<file path="src/rtl/css_pkg.sv">
package css_pkg;
	localparam int CSS_STEPS = 5;
	localparam int CSS_DOUTS = 4;
	localparam int CSS_PW = 16;
	localparam int CSS_TW = 16;
	localparam int CSS_SW = 8;
	localparam int CSS_DW = 16;
	localparam int CSS_LW = 3;

	localparam logic [7:0] CSS_OFS_CTRL = 8'h00;
	localparam logic [7:0] CSS_OFS_SETP = 8'h04;
	localparam logic [7:0] CSS_OFS_BAND = 8'h08;
	localparam logic [7:0] CSS_OFS_TEMP = 8'h0c;
	localparam logic [7:0] CSS_OFS_SPD = 8'h10;
	localparam logic [7:0] CSS_OFS_HLD = 8'h14;
	localparam logic [7:0] CSS_OFS_STAT = 8'h18;
	localparam logic [7:0] CSS_OFS_STEP0 = 8'h20;

	localparam int CSS_CTRL_MODE_LSB = 0;
	localparam int CSS_CTRL_PROF_BIT = 2;
	localparam int CSS_CTRL_AUTOSW_BIT = 3;
	localparam int CSS_CTRL_WETB_BIT = 4;
	localparam int CSS_CTRL_TOG_LSB = 8;
	localparam int CSS_ST_SUM_LSB = 0;
	localparam int CSS_ST_WIN_LSB = 5;
	localparam int CSS_ST_EN_BIT = 10;
	localparam int CSS_ST_LOW_LSB = 11;
	localparam int CSS_ST_DLY_LSB = 16;

	localparam logic [31:0] CSS_CTRL_RST = 32'h0000_0000;
	localparam logic [31:0] CSS_STEP_RST = 32'h0000_0000;
	localparam logic [31:0] CSS_UNMAPPED = 32'h0000_0000;

	typedef enum logic [1:0] {
		CSS_NEVER,
		CSS_WITH_COMP,
		CSS_ALWAYS,
		CSS_MANUAL
	} css_mode_e;

	typedef struct packed {
		logic [CSS_PW-1:0] cond_press;
		logic [CSS_TW-1:0] ambient;
		logic [CSS_TW-1:0] wetbulb;
		logic [CSS_TW-1:0] cond_temp;
		logic [CSS_SW-1:0] fan_speed;
		logic comp_run;
	} css_sense_s;

	typedef struct packed {
		logic [CSS_DOUTS-1:0] dout;
		logic vfd_en;
	} css_out_s;
endpackage : css_pkg

</file>
<file path="src/rtl/css_sequencer.sv">
`timescale 1ns/1ps
// Operation
// RULE_01 - four run modes: never, with compressor, always, manual; never after reset
// RULE_02 - never mode: no staging, all stage outputs off
// RULE_03 - with-compressor mode stages automatically only while compressor runs
// RULE_04 - always mode stages automatically regardless of compressor
// RULE_05 - manual mode: each stage switched only by its toggle
// RULE_06 - no stage added while pressure inside upper deadband
// RULE_07 - no stage removed while pressure inside lower deadband
// RULE_08 - above upper deadband advance stage upward toward fifth
// RULE_09 - below lower deadband retreat stage downward toward first
// RULE_10 - change only after continuous full delay outside band; return restarts
// RULE_11 - in variable-speed stage, add only at maximum speed and delay expired
// RULE_12 - in variable-speed stage, remove only at minimum speed and delay expired
// RULE_13 - one per-stage delay used as on-delay and off-delay
// RULE_14 - four digital outputs plus variable-speed fan, each stage maps up to five
// RULE_15 - stages included or skipped by their enable bit
// RULE_16 - low-speed output held off for spin-down delay; next timer waits for it
// RULE_17 - toggles accepted only in manual; auto reports active stage as on
// RULE_18 - summer and winter mapping profiles for all five stages
// RULE_19 - auto switch: winter below switch temperature, summer above
// RULE_20 - manual profile ignored while auto runs with auto switching
// RULE_21 - wetbulb override: no further stages once condenser temp reaches limit
// RULE_22 - ambient equal to switch temperature keeps current profile
// RULE_23 - auto staging inactive: outputs off, back to lowest stage
module css_sequencer
	import css_pkg::*;
#(
	parameter int STEPS = CSS_STEPS,
	parameter int TICK_W = 16
) (
	input wire logic clk,
	input wire logic rst,
	input wire logic tick,
	input wire css_pkg::css_sense_s sense,
	output css_pkg::css_out_s drive,
	output logic [CSS_SW-1:0] vfd_speed_out,
	output logic [STEPS-1:0] control_ind,
	input wire logic [7:0] avs_address,
	input wire logic avs_read,
	input wire logic avs_write,
	input wire logic [31:0] avs_writedata,
	output logic [31:0] avs_readdata,
	output logic avs_waitrequest
);
	import css_pkg::*;

	// register file
	logic [31:0] ctrl_r, ctrl_nxt;
	logic [31:0] setp_r, setp_nxt, band_r, band_nxt, temp_r, temp_nxt;
	logic [31:0] spd_r, spd_nxt, hld_r, hld_nxt;
	logic [31:0] step_r [STEPS];
	logic [31:0] step_nxt [STEPS];
	logic [31:0] rdata_r, rdata_nxt;
	logic ack_r, ack_nxt;

	// sequencer state
	logic [2:0] stage_r, stage_nxt;
	logic [CSS_DW-1:0] dly_r, dly_nxt;
	logic [CSS_DW-1:0] hl_r, hl_nxt;
	logic prof_win_r, prof_win_nxt;
	logic [STEPS-1:0] man_on_r, man_on_nxt;
	css_out_s drive_r, drive_nxt;
	logic [CSS_SW-1:0] spd_out_r, spd_out_nxt;
	logic [STEPS-1:0] ind_r, ind_nxt;

	css_mode_e mode;
	logic auto_run, above, below, wet_stop, sp_hi, sp_lo;
	logic cur_vfd, hl_busy, can_up, can_dn;
	logic [2:0] up_idx, dn_idx;
	logic [CSS_DW-1:0] cur_dly;
	logic [STEPS-1:0] tog;
	logic [CSS_PW:0] hi_lim, lo_lim;
	logic [CSS_TW:0] wet_lim;
	logic [4:0] map_cur;
	logic [CSS_LW-1:0] low_cur;

	assign mode = css_mode_e'(ctrl_r[CSS_CTRL_MODE_LSB +: 2]); // see RULE_01
	assign tog = ctrl_r[CSS_CTRL_TOG_LSB +: STEPS];

	// single-cycle ack keeps the master waiting exactly one edge
	assign avs_waitrequest = (avs_read | avs_write) & ~ack_r;
	assign avs_readdata = rdata_r;

	always_comb begin
		ctrl_nxt = ctrl_r;
		setp_nxt = setp_r;
		band_nxt = band_r;
		temp_nxt = temp_r;
		spd_nxt = spd_r;
		hld_nxt = hld_r;
		for (int i = 0; i < STEPS; i++) begin
			step_nxt[i] = step_r[i];
		end
		ack_nxt = (avs_read | avs_write) & ~ack_r;
		rdata_nxt = rdata_r;
		// commit on the accepting edge, where waitrequest is seen low
		if (avs_write && ack_r) begin
			case (avs_address)
				CSS_OFS_CTRL: ctrl_nxt = avs_writedata;
				CSS_OFS_SETP: setp_nxt = avs_writedata;
				CSS_OFS_BAND: band_nxt = avs_writedata;
				CSS_OFS_TEMP: temp_nxt = avs_writedata;
				CSS_OFS_SPD: spd_nxt = avs_writedata;
				CSS_OFS_HLD: hld_nxt = avs_writedata;
				default: begin
					for (int i = 0; i < STEPS; i++) begin
						if (avs_address == CSS_OFS_STEP0 + 8'(4 * i)) begin
							step_nxt[i] = avs_writedata;
						end
					end
				end
			endcase
		end
		if (avs_read && !ack_r) begin
			case (avs_address)
				CSS_OFS_CTRL: rdata_nxt = ctrl_r;
				CSS_OFS_SETP: rdata_nxt = setp_r;
				CSS_OFS_BAND: rdata_nxt = band_r;
				CSS_OFS_TEMP: rdata_nxt = temp_r;
				CSS_OFS_SPD: rdata_nxt = spd_r;
				CSS_OFS_HLD: rdata_nxt = hld_r;
				CSS_OFS_STAT: rdata_nxt = {16'h0000, 3'h0, ind_r,
					prof_win_r, 4'h0, stage_r};
				default: begin
					rdata_nxt = CSS_UNMAPPED;
					for (int i = 0; i < STEPS; i++) begin
						if (avs_address == CSS_OFS_STEP0 + 8'(4 * i)) begin
							rdata_nxt = step_r[i];
						end
					end
				end
			endcase
		end
	end

	always_ff @(posedge clk or posedge rst) begin
		if (rst) begin
			ctrl_r <= CSS_CTRL_RST;
			setp_r <= 32'h0000_0000;
			band_r <= 32'h0000_0000;
			temp_r <= 32'h0000_0000;
			spd_r <= 32'h0000_0000;
			hld_r <= 32'h0000_0000;
			for (int i = 0; i < STEPS; i++) begin
				step_r[i] <= CSS_STEP_RST;
			end
			rdata_r <= 32'h0000_0000;
			ack_r <= 1'b0;
		end else begin
			ctrl_r <= ctrl_nxt;
			setp_r <= setp_nxt;
			band_r <= band_nxt;
			temp_r <= temp_nxt;
			spd_r <= spd_nxt;
			hld_r <= hld_nxt;
			for (int i = 0; i < STEPS; i++) begin
				step_r[i] <= step_nxt[i];
			end
			rdata_r <= rdata_nxt;
			ack_r <= ack_nxt;
		end
	end

	// band limits, widened by one bit so a large band cannot wrap
	assign hi_lim = {1'b0, setp_r[CSS_PW-1:0]} + {1'b0, band_r[15:0]};
	assign lo_lim = {1'b0, setp_r[CSS_PW-1:0]} - {1'b0, band_r[31:16]};
	assign above = {1'b0, sense.cond_press} > hi_lim; // see RULE_06
	assign below = ({1'b0, sense.cond_press} < lo_lim) && !lo_lim[CSS_PW]; // see RULE_07
	assign wet_lim = {1'b0, sense.wetbulb} + {1'b0, temp_r[31:16]};
	assign wet_stop = ctrl_r[CSS_CTRL_WETB_BIT]
		&& ({1'b0, sense.cond_temp} >= wet_lim); // see RULE_21
	assign sp_hi = sense.fan_speed >= spd_r[15:8]; // see RULE_11
	assign sp_lo = sense.fan_speed <= spd_r[7:0]; // see RULE_12

	assign auto_run = (mode == CSS_ALWAYS) // see RULE_04
		|| (mode == CSS_WITH_COMP && sense.comp_run); // see RULE_03

	// stage 0 is idle; stage k means sequence step k is active
	always_comb begin
		up_idx = 3'd0;
		for (int i = STEPS; i >= 1; i--) begin
			if (i > stage_r && step_r[i-1][CSS_ST_EN_BIT]) begin
				up_idx = 3'(i); // see RULE_15
			end
		end
		dn_idx = 3'd0;
		for (int i = 1; i <= STEPS; i++) begin
			if (i < stage_r && step_r[i-1][CSS_ST_EN_BIT]) begin
				dn_idx = 3'(i);
			end
		end
	end

	always_comb begin
		map_cur = 5'h00;
		low_cur = '0;
		cur_dly = '0;
		cur_vfd = 1'b0;
		if (stage_r != 3'd0) begin
			map_cur = prof_win_r ? step_r[stage_r-1][CSS_ST_WIN_LSB +: 5]
				: step_r[stage_r-1][CSS_ST_SUM_LSB +: 5]; // see RULE_18
			low_cur = step_r[stage_r-1][CSS_ST_LOW_LSB +: CSS_LW];
			cur_vfd = map_cur[CSS_DOUTS];
		end
		// one delay per step, on-delay loading into it, off-delay leaving it
		if (above && up_idx != 3'd0) begin
			cur_dly = step_r[up_idx-1][CSS_ST_DLY_LSB +: CSS_DW]; // see RULE_13
		end else if (below && stage_r != 3'd0) begin
			cur_dly = step_r[stage_r-1][CSS_ST_DLY_LSB +: CSS_DW]; // see RULE_13
		end
	end

	assign hl_busy = hl_r != '0;
	assign can_up = above && up_idx != 3'd0 && !wet_stop && !hl_busy
		&& (!cur_vfd || sp_hi); // see RULE_16
	assign can_dn = below && stage_r != 3'd0 && (!cur_vfd || sp_lo);

	always_comb begin
		stage_nxt = stage_r;
		dly_nxt = dly_r;
		hl_nxt = hl_r;
		prof_win_nxt = prof_win_r;
		man_on_nxt = man_on_r;
		// auto switch only in auto modes; equality holds current profile
		if (auto_run && ctrl_r[CSS_CTRL_AUTOSW_BIT]) begin // see RULE_20
			if (sense.ambient < temp_r[15:0]) begin
				prof_win_nxt = 1'b1; // see RULE_19
			end else if (sense.ambient > temp_r[15:0]) begin
				prof_win_nxt = 1'b0; // see RULE_22
			end
		end else begin
			prof_win_nxt = ctrl_r[CSS_CTRL_PROF_BIT];
		end
		if (mode == CSS_MANUAL) begin
			man_on_nxt = tog; // see RULE_05
			stage_nxt = 3'd0;
			dly_nxt = '0;
			hl_nxt = '0;
		end else if (!auto_run) begin
			man_on_nxt = '0;
			stage_nxt = 3'd0; // see RULE_23
			dly_nxt = '0;
			hl_nxt = '0;
		end else begin
			man_on_nxt = '0;
			if (hl_busy && tick) begin
				hl_nxt = hl_r - 1'b1;
			end
			if (!(can_up || can_dn)) begin
				dly_nxt = '0; // see RULE_10
			end else if (dly_r < cur_dly) begin
				if (tick) begin
					dly_nxt = dly_r + 1'b1;
				end
			end else if (can_up) begin
				stage_nxt = up_idx; // see RULE_08
				dly_nxt = '0;
				if (step_r[up_idx-1][CSS_ST_LOW_LSB +: CSS_LW] != '0) begin
					hl_nxt = hld_r[CSS_DW-1:0];
				end
			end else begin
				stage_nxt = dn_idx; // see RULE_09
				dly_nxt = '0;
				hl_nxt = '0;
			end
		end
	end

	always_comb begin
		drive_nxt = '0;
		spd_out_nxt = '0;
		ind_nxt = '0;
		if (mode == CSS_MANUAL) begin
			for (int i = 0; i < STEPS; i++) begin
				if (man_on_r[i]) begin
					drive_nxt.dout = drive_nxt.dout | (prof_win_r
						? step_r[i][CSS_ST_WIN_LSB +: CSS_DOUTS]
						: step_r[i][CSS_ST_SUM_LSB +: CSS_DOUTS]);
					drive_nxt.vfd_en = drive_nxt.vfd_en | (prof_win_r
						? step_r[i][CSS_ST_WIN_LSB + CSS_DOUTS]
						: step_r[i][CSS_ST_SUM_LSB + CSS_DOUTS]);
				end
			end
			ind_nxt = man_on_r; // see RULE_17
		end else if (auto_run && stage_r != 3'd0) begin
			drive_nxt.dout = map_cur[CSS_DOUTS-1:0]; // see RULE_14
			drive_nxt.vfd_en = map_cur[CSS_DOUTS];
			// spin-down: low-speed output stays off until the hold ends
			if (hl_busy && low_cur != '0 && low_cur <= CSS_LW'(CSS_DOUTS)) begin
				drive_nxt.dout[low_cur-1] = 1'b0; // see RULE_16
			end
			ind_nxt[stage_r-1] = 1'b1; // see RULE_17
		end
		if (drive_nxt.vfd_en) begin
			spd_out_nxt = sense.fan_speed;
		end
	end

	always_ff @(posedge clk or posedge rst) begin
		if (rst) begin
			stage_r <= 3'd0;
			dly_r <= '0;
			hl_r <= '0;
			prof_win_r <= 1'b0;
			man_on_r <= '0;
			drive_r <= '0;
			spd_out_r <= '0;
			ind_r <= '0;
		end else begin
			stage_r <= stage_nxt;
			dly_r <= dly_nxt;
			hl_r <= hl_nxt;
			prof_win_r <= prof_win_nxt;
			man_on_r <= man_on_nxt;
			drive_r <= drive_nxt;
			spd_out_r <= spd_out_nxt;
			ind_r <= ind_nxt;
		end
	end

	assign drive = drive_r;
	assign vfd_speed_out = spd_out_r;
	assign control_ind = ind_r;

	never_off_a: assert property (@(posedge clk) disable iff (rst)
		mode == CSS_NEVER |=> ##1 drive_r == '0)
		else $error("outputs active in never mode"); // see RULE_02
	comp_stop_a: assert property (@(posedge clk) disable iff (rst)
		(mode == CSS_WITH_COMP && !sense.comp_run) |=> stage_r == 3'd0)
		else $error("staging with compressor stopped"); // see RULE_03
	up_band_a: assert property (@(posedge clk) disable iff (rst)
		!above && mode != CSS_MANUAL |=> stage_r <= $past(stage_r))
		else $error("stage added inside upper band"); // see RULE_06
	down_band_a: assert property (@(posedge clk) disable iff (rst)
		!below && auto_run && $past(auto_run) |=> stage_r >= $past(stage_r))
		else $error("stage removed inside lower band"); // see RULE_07
	wet_hold_a: assert property (@(posedge clk) disable iff (rst)
		wet_stop && auto_run |=> stage_r <= $past(stage_r))
		else $error("stage added past wetbulb limit"); // see RULE_21
	dly_full_a: assert property (@(posedge clk) disable iff (rst)
		auto_run && stage_nxt > stage_r |-> dly_r >= cur_dly)
		else $error("stage advanced before delay"); // see RULE_10
	vfd_max_a: assert property (@(posedge clk) disable iff (rst)
		auto_run && cur_vfd && stage_nxt > stage_r |-> sp_hi)
		else $error("stage added below max speed"); // see RULE_11
	vfd_min_a: assert property (@(posedge clk) disable iff (rst)
		auto_run && cur_vfd && stage_nxt < stage_r |-> sp_lo)
		else $error("stage removed above min speed"); // see RULE_12
	manual_tog_a: assert property (@(posedge clk) disable iff (rst)
		mode == CSS_MANUAL ##1 mode == CSS_MANUAL
		|=> ind_r == $past(tog, 2))
		else $error("manual indication mismatch"); // see RULE_05
endmodule : css_sequencer

</file>
<file path="config.mk">
export PLATFORM = sky130hd
export DESIGN_NAME = css_sequencer
export DESIGN_NICKNAME = d
export VERILOG_FILES = /design/src/rtl/css_pkg.sv /design/src/rtl/css_sequencer.sv
export SDC_FILE = /design/constraint.sdc
export NUM_CORES = 1
export LEC_CHECK = 0
export BUFFER_PORTS_ARGS = -buffer_cell sky130_fd_sc_hd__buf_2
export CAP_MARGIN = 10
export CORE_MARGIN = 2
export CORE_UTILIZATION = 45
export CTS_CLUSTER_SIZE = 28
export DETAILED_ROUTE_END_ITERATION = 10
export RECOVER_POWER = 100
export REMOVE_ABC_BUFFERS = 1
export SYNTH_ARGS = -nofsm -noshare
export SYNTH_HDL_FRONTEND = slang
export SYNTH_SLANG_ARGS = --single-unit
</file>
<file path="constraint.sdc">
create_clock -name clk -period 16.3 [get_ports clk]
set_input_delay 1.63 -clock clk [delete_from_list [all_inputs] [get_ports clk]]
set_output_delay 1.63 -clock clk [all_outputs]
set_load 0.05 [all_outputs]
</file>
Word-level counts from Yosys, hierarchy flattened

Index checks and enable logic that the tools add are counted.

Register bits after elaboration: 444
Latch bits: 0
RAM bits: 0
ROM bits: 0
Input bits: 118
Output and inout port bits: 51
Word-level logic and storage cells: 223
Memories: 0

Add/subtract/negate cells: 8
$mul: 0
Div/mod/pow operators: 0
Magnitude comparators: 25
Eq/ne operators: 18
Shift-type cells: 0
Mux-type cells: 78
Bitwise logic cells: 16
Reduce and logical (&&, ||, !) cells: 56

Operators by type and width:

| kind                  | count |
|---|---|
| $mux 32               | 9 |
| $mux 16               | 14 |
| $pmux 32 s7           | 1 |
| $bmux 32 s3           | 2 |
| $mux 5                | 16 |
| $ge 33x4->1 const B   | 2 |
| $not 32->33           | 2 |
| $ge 32x1->1 const B   | 2 |
| $mux 3                | 15 |
| $eq 8x6->1 const B    | 5 |
| $add 16x16->17        | 2 |
| $lt 16x16->1          | 2 |
| $lt 32x3->1 const B   | 1 |
| $lt 32x4->1 const B   | 1 |
| $logic_and 1x1->1     | 28 |
| $eq 8x5->1 const B    | 3 |
| $mux 4                | 6 |
| $ge 16x17->1          | 1 |
| $gt 16x17->1          | 1 |
| $lt 16x17->1          | 1 |
| $sub 16x16->17        | 1 |
| $add 16x1->16 const B | 1 |
| $eq 8x4->1 const B    | 2 |
| $gt 16x16->1          | 1 |
| 35 further kinds      | 82 |

Depth between registers and ports, before layout

Gate-level depths: netlist of run 1.

Depth in word-level cells: 19
Mapped depth: 30
Mapped depth without buffers: 28

Least setup slack after synthesis of run 1

Ideal clock, no wire load.

Path type: in2reg
From: input port sense[25] (netlist name)
To: register dly_r[1]
Setup time: 0.070 ns
Arrival: 5.888 ns
Required time: 16.230 ns
Setup slack: 10.343 ns
Stages: 22
Buffers on the path: 2
Cell sequence: ha_1 fa_1 a21oi_1 o21ba_2 a31oi_1 a41o_1 o21a_1 o21ai_0 nand2b_1 a21oi_1 xor2_1 ha_1 a2111o_1 a211oi_1 o211a_1 a211oi_1 a2111oi_4 or2_1 buf_4 nand3_4 buf_6 nor2_2

Word-level cells in the longest chain between the ends: 11
Elaborated cells between the ends (all ways): 12
Those cells by class: 1 x add/sub; 1 x order compare; 1 x eq/ne; 3 x mux; 6 x reduce/logical

RTL lines:

| item                             | RTL line             | source |
|---|---|---|
| start: declaration               | css_sequencer.sv:35  | `input wire css_pkg::css_sense_s sense,` |
| $add 16x16->17 *                 | css_sequencer.sv:170 | `assign wet_lim = {1'b0, sense.wetbulb} + {1'b0, temp_r[31:16]};` |
| $ge 16x17->1 *                   | css_sequencer.sv:172 | `&& ({1'b0, sense.cond_temp} >= wet_lim);` |
| $logic_and 1x1->1 *              | css_sequencer.sv:172 |  |
| $logic_not 1->1 *                | css_sequencer.sv:215 | `assign can_up = above && up_idx != 3'd0 && !wet_stop && !hl_busy` |
| $logic_and 1x1->1 * (2 in a row) | css_sequencer.sv:215 |  |
| $logic_and 1x1->1 *              | css_sequencer.sv:216 | `&& (!cur_vfd \|\| sp_hi);` |
| $logic_or 1x1->1 *               | css_sequencer.sv:250 | `if (!(can_up \|\| can_dn)) begin` |
| $mux 16                          | css_sequencer.sv:250 |  |
| $mux 16                          | css_sequencer.sv:240 | `end else if (!auto_run) begin` |
| $mux 16                          | css_sequencer.sv:235 | `if (mode == CSS_MANUAL) begin` |
| end signal: assignment           | css_sequencer.sv:312 | `dly_r <= dly_nxt;` |
| end: declaration                 | css_sequencer.sv:59  | `logic [CSS_DW-1:0] dly_r, dly_nxt;` |

Mark *: on every way between the ends. The rest lies on a longest branch, timed or not.
A chain may end at the register's enable or synchronous reset.

==> results by group, run 1 <==
Status
  – Outcome: finished, violations left
  – Failing checks: capacitance limit, slew limit

Cells and area
  – Fin nets: 2751
  – Commonest non-fill, non-tap cell in the layout: dfrtp_1
  – Most frequent cells in the layout: 444 x dfrtp_1, 353 x mux2_2, 150 x ha_1
  – Design area: 0.0290 mm2
  – Number of diodes: 0
  – Area occupied by multi-input gates: 0.0140 mm2
  – Layout cell share with drive strength beyond 1: 24.4%
  – Fillers: 5151
  – Storage cell area: 0.0111 mm2
  – Layout area overhead: 11.5%

Clock network
  – Latest clock arrival within the worst-skew pair: 620 ps
  – Hold buffer count at CTS: 0
  – Post-CTS resize count: 0
  – CTS Buf Count: 48
  – CTS clk-pin slew, worst paths: 60 ps
  – # H-tree levels: 2
  – Post-CTS setup buffers: 0
  – Root Driver: clkbuf_16
  – TritonCTS clock tree: done
  – CTS Buffer Depth: 3
  – TritonCTS sink count: 444

GRT
  – Largest net degree at the start of global routing: 119
  – Total grt overflow: 0
  – Antenna violations before repair: 3
  – Global-route wire length before repair: 141000 um
  – GR Util All Layers: 31.5%
  – Vias in the first global route: 21.4k

Place
  – Dpl hpwl: 62500 um
  – Port Buffers: 168
  – GPL Wtd Cong: 0.960
  – Placed cell areas: 0.0276 mm2

Detailed routing
  – Pre-antenna DRT Iters: 8
  – Vias/cell: 6.51
  – Vias: 21.4k
  – Final wirelength: 94800 um
  – Detailed-route wire length per cell: 28.9 um
  – Drt first-iter violations: 2298
  – DRC viols: 0
  – Detail Route Antenna Nets: 0

Synthesis
  – Synth cell types: 82
  – Fraction of the yosys area taken by sequential cells: 42.7%
  – Mapped Area: 0.0260 mm2
  – Post-synth ARST share: 100%
  – Area leader, netlist: dfrtp_1
  – Synthesized area per cell: 10.9 um2
  – Yosys top cell area share: 42.7%
  – Ys flop type: dfrtp_1
  – Syn Inst Count: 2384
  – Synthesis-stage register bit count: 444
  – Number of synthesized flops with an enable pin: 0
  – Syn. warnings: 0
  – Area contributors post-synth: dfrtp_1 43%, mux2_2 15%, ha_1 7.3%

Pwr
  – Pwr Total: 2.68 mW
  – Maximum vdd drop: 74.1 uV
  – Power per standard cell area: 92.4 mW/mm2
  – Leakage power: 13.1 nW

Floorplan
  – Die area: 0.0597 mm2
  – Die width: 244 um
  – Ports: 169
  – Core area: 0.0574 mm2
  – Die Height: 244 um
  – Placement Rows: 88
  – Initial Util: 45.3%

Worst setup path
  – Crit path DAT: 9660 ps
  – CP peak stage delay: 3000 ps
  – Crit path max fanout: 118
  – Critical path buffer and inverter count: 4
  – Crit Path Category: in2async
  – Cell family with most CP delay: buffers and inverters
  – Critical path data required time: 16340 ps
  – CP max stage cell: clkinvlp_2
  – CP Cell Sequence: buf_2 -> clkinvlp_2 -> clkbuf_1 -> clkbuf_1
  – Most frequent cell on the critical path: clkbuf_1
  – CP endpoint kind: async pin
  – Critical Path Source Type: input pin

STA
  – Setup TNS: 0 ps
  – Actual slew at the worst max-slew pin: 5480 ps
  – Final Hold Viols: 0
  – Setup-failing EPs final: 0
  – Final period util: 59.0%
  – Rel. slew slack: -267%
  – RSZ-0062 raised after global routing: false
  – Slew Viols, Final: 893
  – Max Freq: 0.104 GHz
  – Layout Skew: 23.4 ps
  – Min Tclk post-route: 9620 ps

Min path
  – HP Class: reg2reg

Job
  – Maxcap violations: 21
Yosys cell counts, drive strengths merged, types with 10 or more instances:
cell     instances
buf             37
a21o            25
nor2b           22
a211oi          20
nor2           116
a31oi           38
mux2           353
o21a            24
o2bb2ai         16
a21oi           89
nand4           29
o22ai           18
mux2i           43
dfrtp          444
inv             95
nand2b          16
a22o            84
nand2          129
o21ai           87
xor2            23
xnor2           31
nand3           48
clkbuf         123
nor3            32
and3            13
o22a            10
ha             151
a22oi           46
a221oi         100
mux4            15
per-layer routing:
| metal | track usage (%) | wire length (um) |
|---|---|---|
| met5 | 0 | 13 |
| met4 | 15.8 | 5240 |
| met1 | 39.0 | 37400 |
| met3 | 5.60 | 6570 |
| met2 | 53.0 | 45600 |
worst paths after layout:
check | start | to | slack (ps) | cells after the start
setup / recovery | rst | setp_r[0] | 6680 | 4
hold / removal | avs_readdata[0] | avs_readdata[0] | 490 | 1
setup reg to reg | stage_r[1] | dly_r[3] | 8030 | 13
hold reg to reg | avs_readdata[0] | avs_readdata[0] | 490 | 1
max in group clk | stage_r[1] | dly_r[3] | 8030 | 13
min in group asynchronous | rst | setp_r[19] | 2700 | 2
area by class of cell:
type | instances | share of cell area (%)
clock buffers | 70 | 4.63
well taps | 765 | 3.30
flip-flops and latches | 444 | 38.3
clock inverters | 18 | 1.03
repair buffers | 205 | 3.34
multi-input cells | 1685 | 48.1
inverters | 95 | 1.23
through the flow:
stage          utilization [%]  worst slack (ps)  instances  hold slack, ps
2_1_floorplan                -              2300       2224             472
3_3_place_gp              48.0              9500       3194             470
3_5_place_dp              48.0              9410       3194             474
4_1_cts                   50.9              9430       3282             488
5_1_grt                   50.5              5100       3282             515
6_report                  50.5              6680       3282             485
power breakdown:
| group | internal [mW] | switching (mW) |
|---|---|---|
| Combinational | 0.115 | 0.219 |
| Clock | 0.686 | 0.479 |
| Sequential | 1.14 | 0.0394 |
registers in the layout (all words and copies together) (netlist names):
register       count
step_r           160
avs_readdata      32
band_r            32
ctrl_r            32
hld_r             32
setp_r            32
spd_r             32
temp_r            32
dly_r             16
hl_r              16
vfd_speed_out      8
control_ind        5
drive              5
man_on_r           5
stage_r            3
ack_r              1
prof_win_r         1
kinds of logic (layout without fill, tap and decap cells):
kind of cell / count (synthesis) / in the layout / share of synthesized area [%]
AO/OA/AOI/OAI: 620 / 620 / 17.6
XOR/XNOR: 54 / 54 / 1.82
adder cells (fa/ha/maj): 154 / 154 / 7.50
buffers and inverters: 255 / 388 / 3.76
flip-flops: 444 / 444 / 42.7
multiplexers: 411 / 411 / 18.2
AND/OR/NAND/NOR: 446 / 446 / 8.32
(Power assumes the default switching activity.)
==> run 2, diff against run 1 <==
- clock period: 16.3 -> 8.75 ns (I/O delays scaled with it)
==> run 2 against run 1 <==
Against the previous run: first-iteration DRC count decreased by 12%; via count increased by 0.10%; final cell count increased by 0.27%; largest power group unchanged; the flow still finishes with violations (capacitance limit, slew limit); critical path depth increased by 18; non-clock buffer count increased by 6; total power increased by 84%; largest cell class unchanged; highest routed layer is now met4.
==> results by group, run 2 (synthesis results as in run 1) <==
STA
  – Setup-failing EPs final: 0 (unchanged)
  – RSZ-0062 raised after global routing: false (unchanged)
  – Actual slew at the worst max-slew pin: 4070 ps (was 5480 ps)
  – Setup TNS: 0 ps (unchanged)
  – Final period util: 87.2%
  – Final hold slack: 487 ps (was 485 ps)
  – Slew Viols, Final: 965 (was 893)
  – Max Freq: 0.131 GHz
  – Rel. slew slack: -171% (was -267%)
  – Layout Skew: 21.0 ps (was 23.4 ps)
  – Final Hold Viols: 0 (unchanged)
  – Min Tclk post-route: 7630 ps
  – Post-route worst setup slack: 1120 ps (was 6680 ps)

Worst setup path
  – Critical Path Source Type: flop (was input pin)
  – CP max stage cell: clkbuf_1 (was clkinvlp_2)
  – Crit Path Category: reg2reg (was in2async)
  – CP peak stage delay: 920 ps (was 3000 ps)
  – CP Cell Sequence: inv_1 -> clkbuf_1 -> ha_1 -> a21boi_0 -> a31oi_1 -> a31oi_4 -> ha_1 -> clkbuf_1 -> mux4_2 -> a22oi_1 -> nor2_1 -> a31oi_1 -> ha_1 -> a21oi_1 -> nor2b_1 -> o21ai_0 -> nand2b_1 -> a21oi_1 -> o221ai_1 -> a31oi_2 -> o21ai_0 -> o2bb2ai_1 (was buf_2 -> clkinvlp_2 -> clkbuf_1 -> clkbuf_1)
  – CP endpoint kind: flop (was async pin)
  – FF-to-FF setup slack: 1120 ps (was 8030 ps)
  – Crit path max fanout: 17 (was 118)
  – Most frequent cell on the critical path: ha_1 (was clkbuf_1)
  – Critical path data required time: 9270 ps (was 16340 ps)
  – Crit path DAT: 8150 ps (was 9660 ps)

Clock network
  – Root Driver: clkbuf_16 (unchanged)
  – TritonCTS sink count: 444 (unchanged)
  – Hold buffer count at CTS: 0 (unchanged)
  – CTS Buf Count: 49 (was 48)
  – Post-CTS resize count: 0 (unchanged)
  – CTS clk-pin slew, worst paths: 60 ps (about the same)
  – # H-tree levels: 2 (unchanged)
  – TritonCTS clock tree: done (unchanged)
  – Post-CTS setup buffers: 0 (unchanged)
  – CTS Buffer Depth: 3 (unchanged)
  – Latest clock arrival within the worst-skew pair: 620 ps (about the same)

Place
  – Port Buffers: 168 (unchanged)
  – GPL Wtd Cong: 0.974 (was 0.960)
  – Cell Count Post-Placement: 3200 (was 3194)
  – Pre-CTS setup slack: 1990 ps (was 9410 ps)
  – Dpl hpwl: 62600 um (was 62500 um)

Cells and area
  – Largest register FFs: 160 (unchanged)
  – Fillers: 5228 (was 5151)
  – Most flops, register: step_r (unchanged)
  – Layout area overhead: 11.6% (was 11.5%)
  – Fin cells: 3291 (was 3282)
  – Number of diodes: 0 (unchanged)
  – Commonest non-fill, non-tap cell in the layout: dfrtp_1 (unchanged)
  – Fin nets: 2758 (was 2751)
  – Most frequent cells in the layout: 444 x dfrtp_1, 353 x mux2_2, 151 x ha_1 (was 444 x dfrtp_1, 353 x mux2_2, 150 x ha_1)
  – Storage cell area: 0.0111 mm2 (unchanged)
  – Area occupied by multi-input gates: 0.0140 mm2 (about the same)
  – Layout cell share with drive strength beyond 1: 24.7% (was 24.4%)

Pwr
  – Leakage power: 13.2 nW (was 13.1 nW)
  – Maximum vdd drop: 141 uV (was 74.1 uV)
  – Switch share: 28.2% (was 27.5%)
  – Sw power: 1.39 mW (was 738 uW)
  – Pwr Total: 4.93 mW (was 2.68 mW)
  – Clock power frac: 42.7% (was 43.5%)
  – P_int: 3.54 mW (was 1.94 mW)
  – Combinational share of power: 12.8% (was 12.5%)
  – Power per standard cell area: 170 mW/mm2 (was 92.4 mW/mm2)
  – Seq pwr share: 44.5% (was 44.0%)

GRT
  – Antenna violations before repair: 1 (was 3)
  – Largest net degree at the start of global routing: 164 (was 119)
  – Total grt overflow: 0 (unchanged)
  – GR Util All Layers: 31.5% (about the same)
  – Global-route wire length before repair: 141000 um (about the same)
  – Vias in the first global route: 21.4k (about the same)

Detailed routing
  – Detail Route Antenna Nets: 0 (unchanged)
  – Pre-antenna DRT Iters: 7 (was 8)
  – Met3 WL: 6970 um (was 6570 um)
  – DR top layer: met4 (was met5)
  – Vias/cell: 6.50 (was 6.51)
  – DRT met1 WL: 36900 um (was 37400 um)
  – DR WL met2: 43700 um (was 45600 um)
  – DRC viols: 0 (unchanged)
  – Detailed-route wire length per cell: 28.7 um (was 28.9 um)
  – Drt first-iter violations: 2032 (was 2298)
  – Vias: 21.4k (about the same)
  – Final wirelength: 94300 um (was 94800 um)

Floorplan
  – Ports: 169 (unchanged)
  – Placement Rows: 88 (unchanged)
  – Die Height: 244 um (unchanged)
  – Die area: 0.0597 mm2 (unchanged)
  – Initial Util: 45.3% (unchanged)
  – Die width: 244 um (unchanged)
  – Core area: 0.0574 mm2 (unchanged)

Status
  – Outcome: finished, violations left (unchanged)
  – Failing checks: capacitance limit, slew limit (unchanged)

Job
  – Maxcap violations: 22 (was 21)

Min path
  – HP Class: reg2reg (unchanged)
## run 2: cell count changes in the layout (fill, tap and decap cells not counted), moves of 4 or more
| cell | change |
|---|---|
| clkinv_2 | +4 |
| nor2_2 | -7 |
| clkbuf_8 | +10 |
| bufinv_16 | -6 |
| clkbuf_1 | -10 |
| nor2_1 | +7 |
| buf_4 | +4 |
## run 2: metal layers
layer | track usage (%) | vias up
met4 | 19.2 | 0
met5 | 0 | -
met1 | 38.9 | 10800
li1 | - | 9217
met3 | 5.71 | 340
met2 | 51.3 | 1042
## run 2: power groups by stage
stage	Combinational (mW)	Sequential (mW)	Clock, mW
2_1_floorplan	0.337	2.29	0
6_report	0.629	2.19	2.10
5_1_grt	0.688	2.20	2.21
4_1_cts	0.641	2.19	2.13
3_3_place_gp	0.626	2.22	0
3_5_place_dp	0.639	2.23	0
## run 2: worst paths after layout
check	from	end	depth (start not counted)
setup reg to reg	stage_r[0]	hl_r[14]	22
setup / recovery	stage_r[0]	hl_r[14]	22
hold / removal	avs_readdata[8]	avs_readdata[8]	1
hold reg to reg	avs_readdata[8]	avs_readdata[8]	1
max in group asynchronous	rst	step_r[66]	3
min in group asynchronous	rst	setp_r[19]	2
## run 2: worst max-delay path: cells and delay by family (launching register included)
family	cells	cell delay [ps]
AND/OR/NAND/NOR	3	220
flip-flops	1	670
multiplexers	1	410
buffers and inverters	3	1860
adder cells (fa/ha/maj)	3	1280
AO/OA/AOI/OAI	12	3060
## run 2: cell type report
cell class | instances | share of cell area, %
flip-flops and latches | 444 | 38.3
multi-input cells | 1685 | 48.1
clock inverters | 20 | 0.573
clock buffers | 71 | 5.06
well taps | 765 | 3.30
inverters | 95 | 1.23
repair buffers | 211 | 3.48
## run 2: through the flow
step	util [%]	area [um2]
final	50.6	29000
after global routing	50.6	29000
after CTS	51.0	29200
after detailed placement	48.1	27600
after global placement	48.1	27600
after floorplan	-	25400
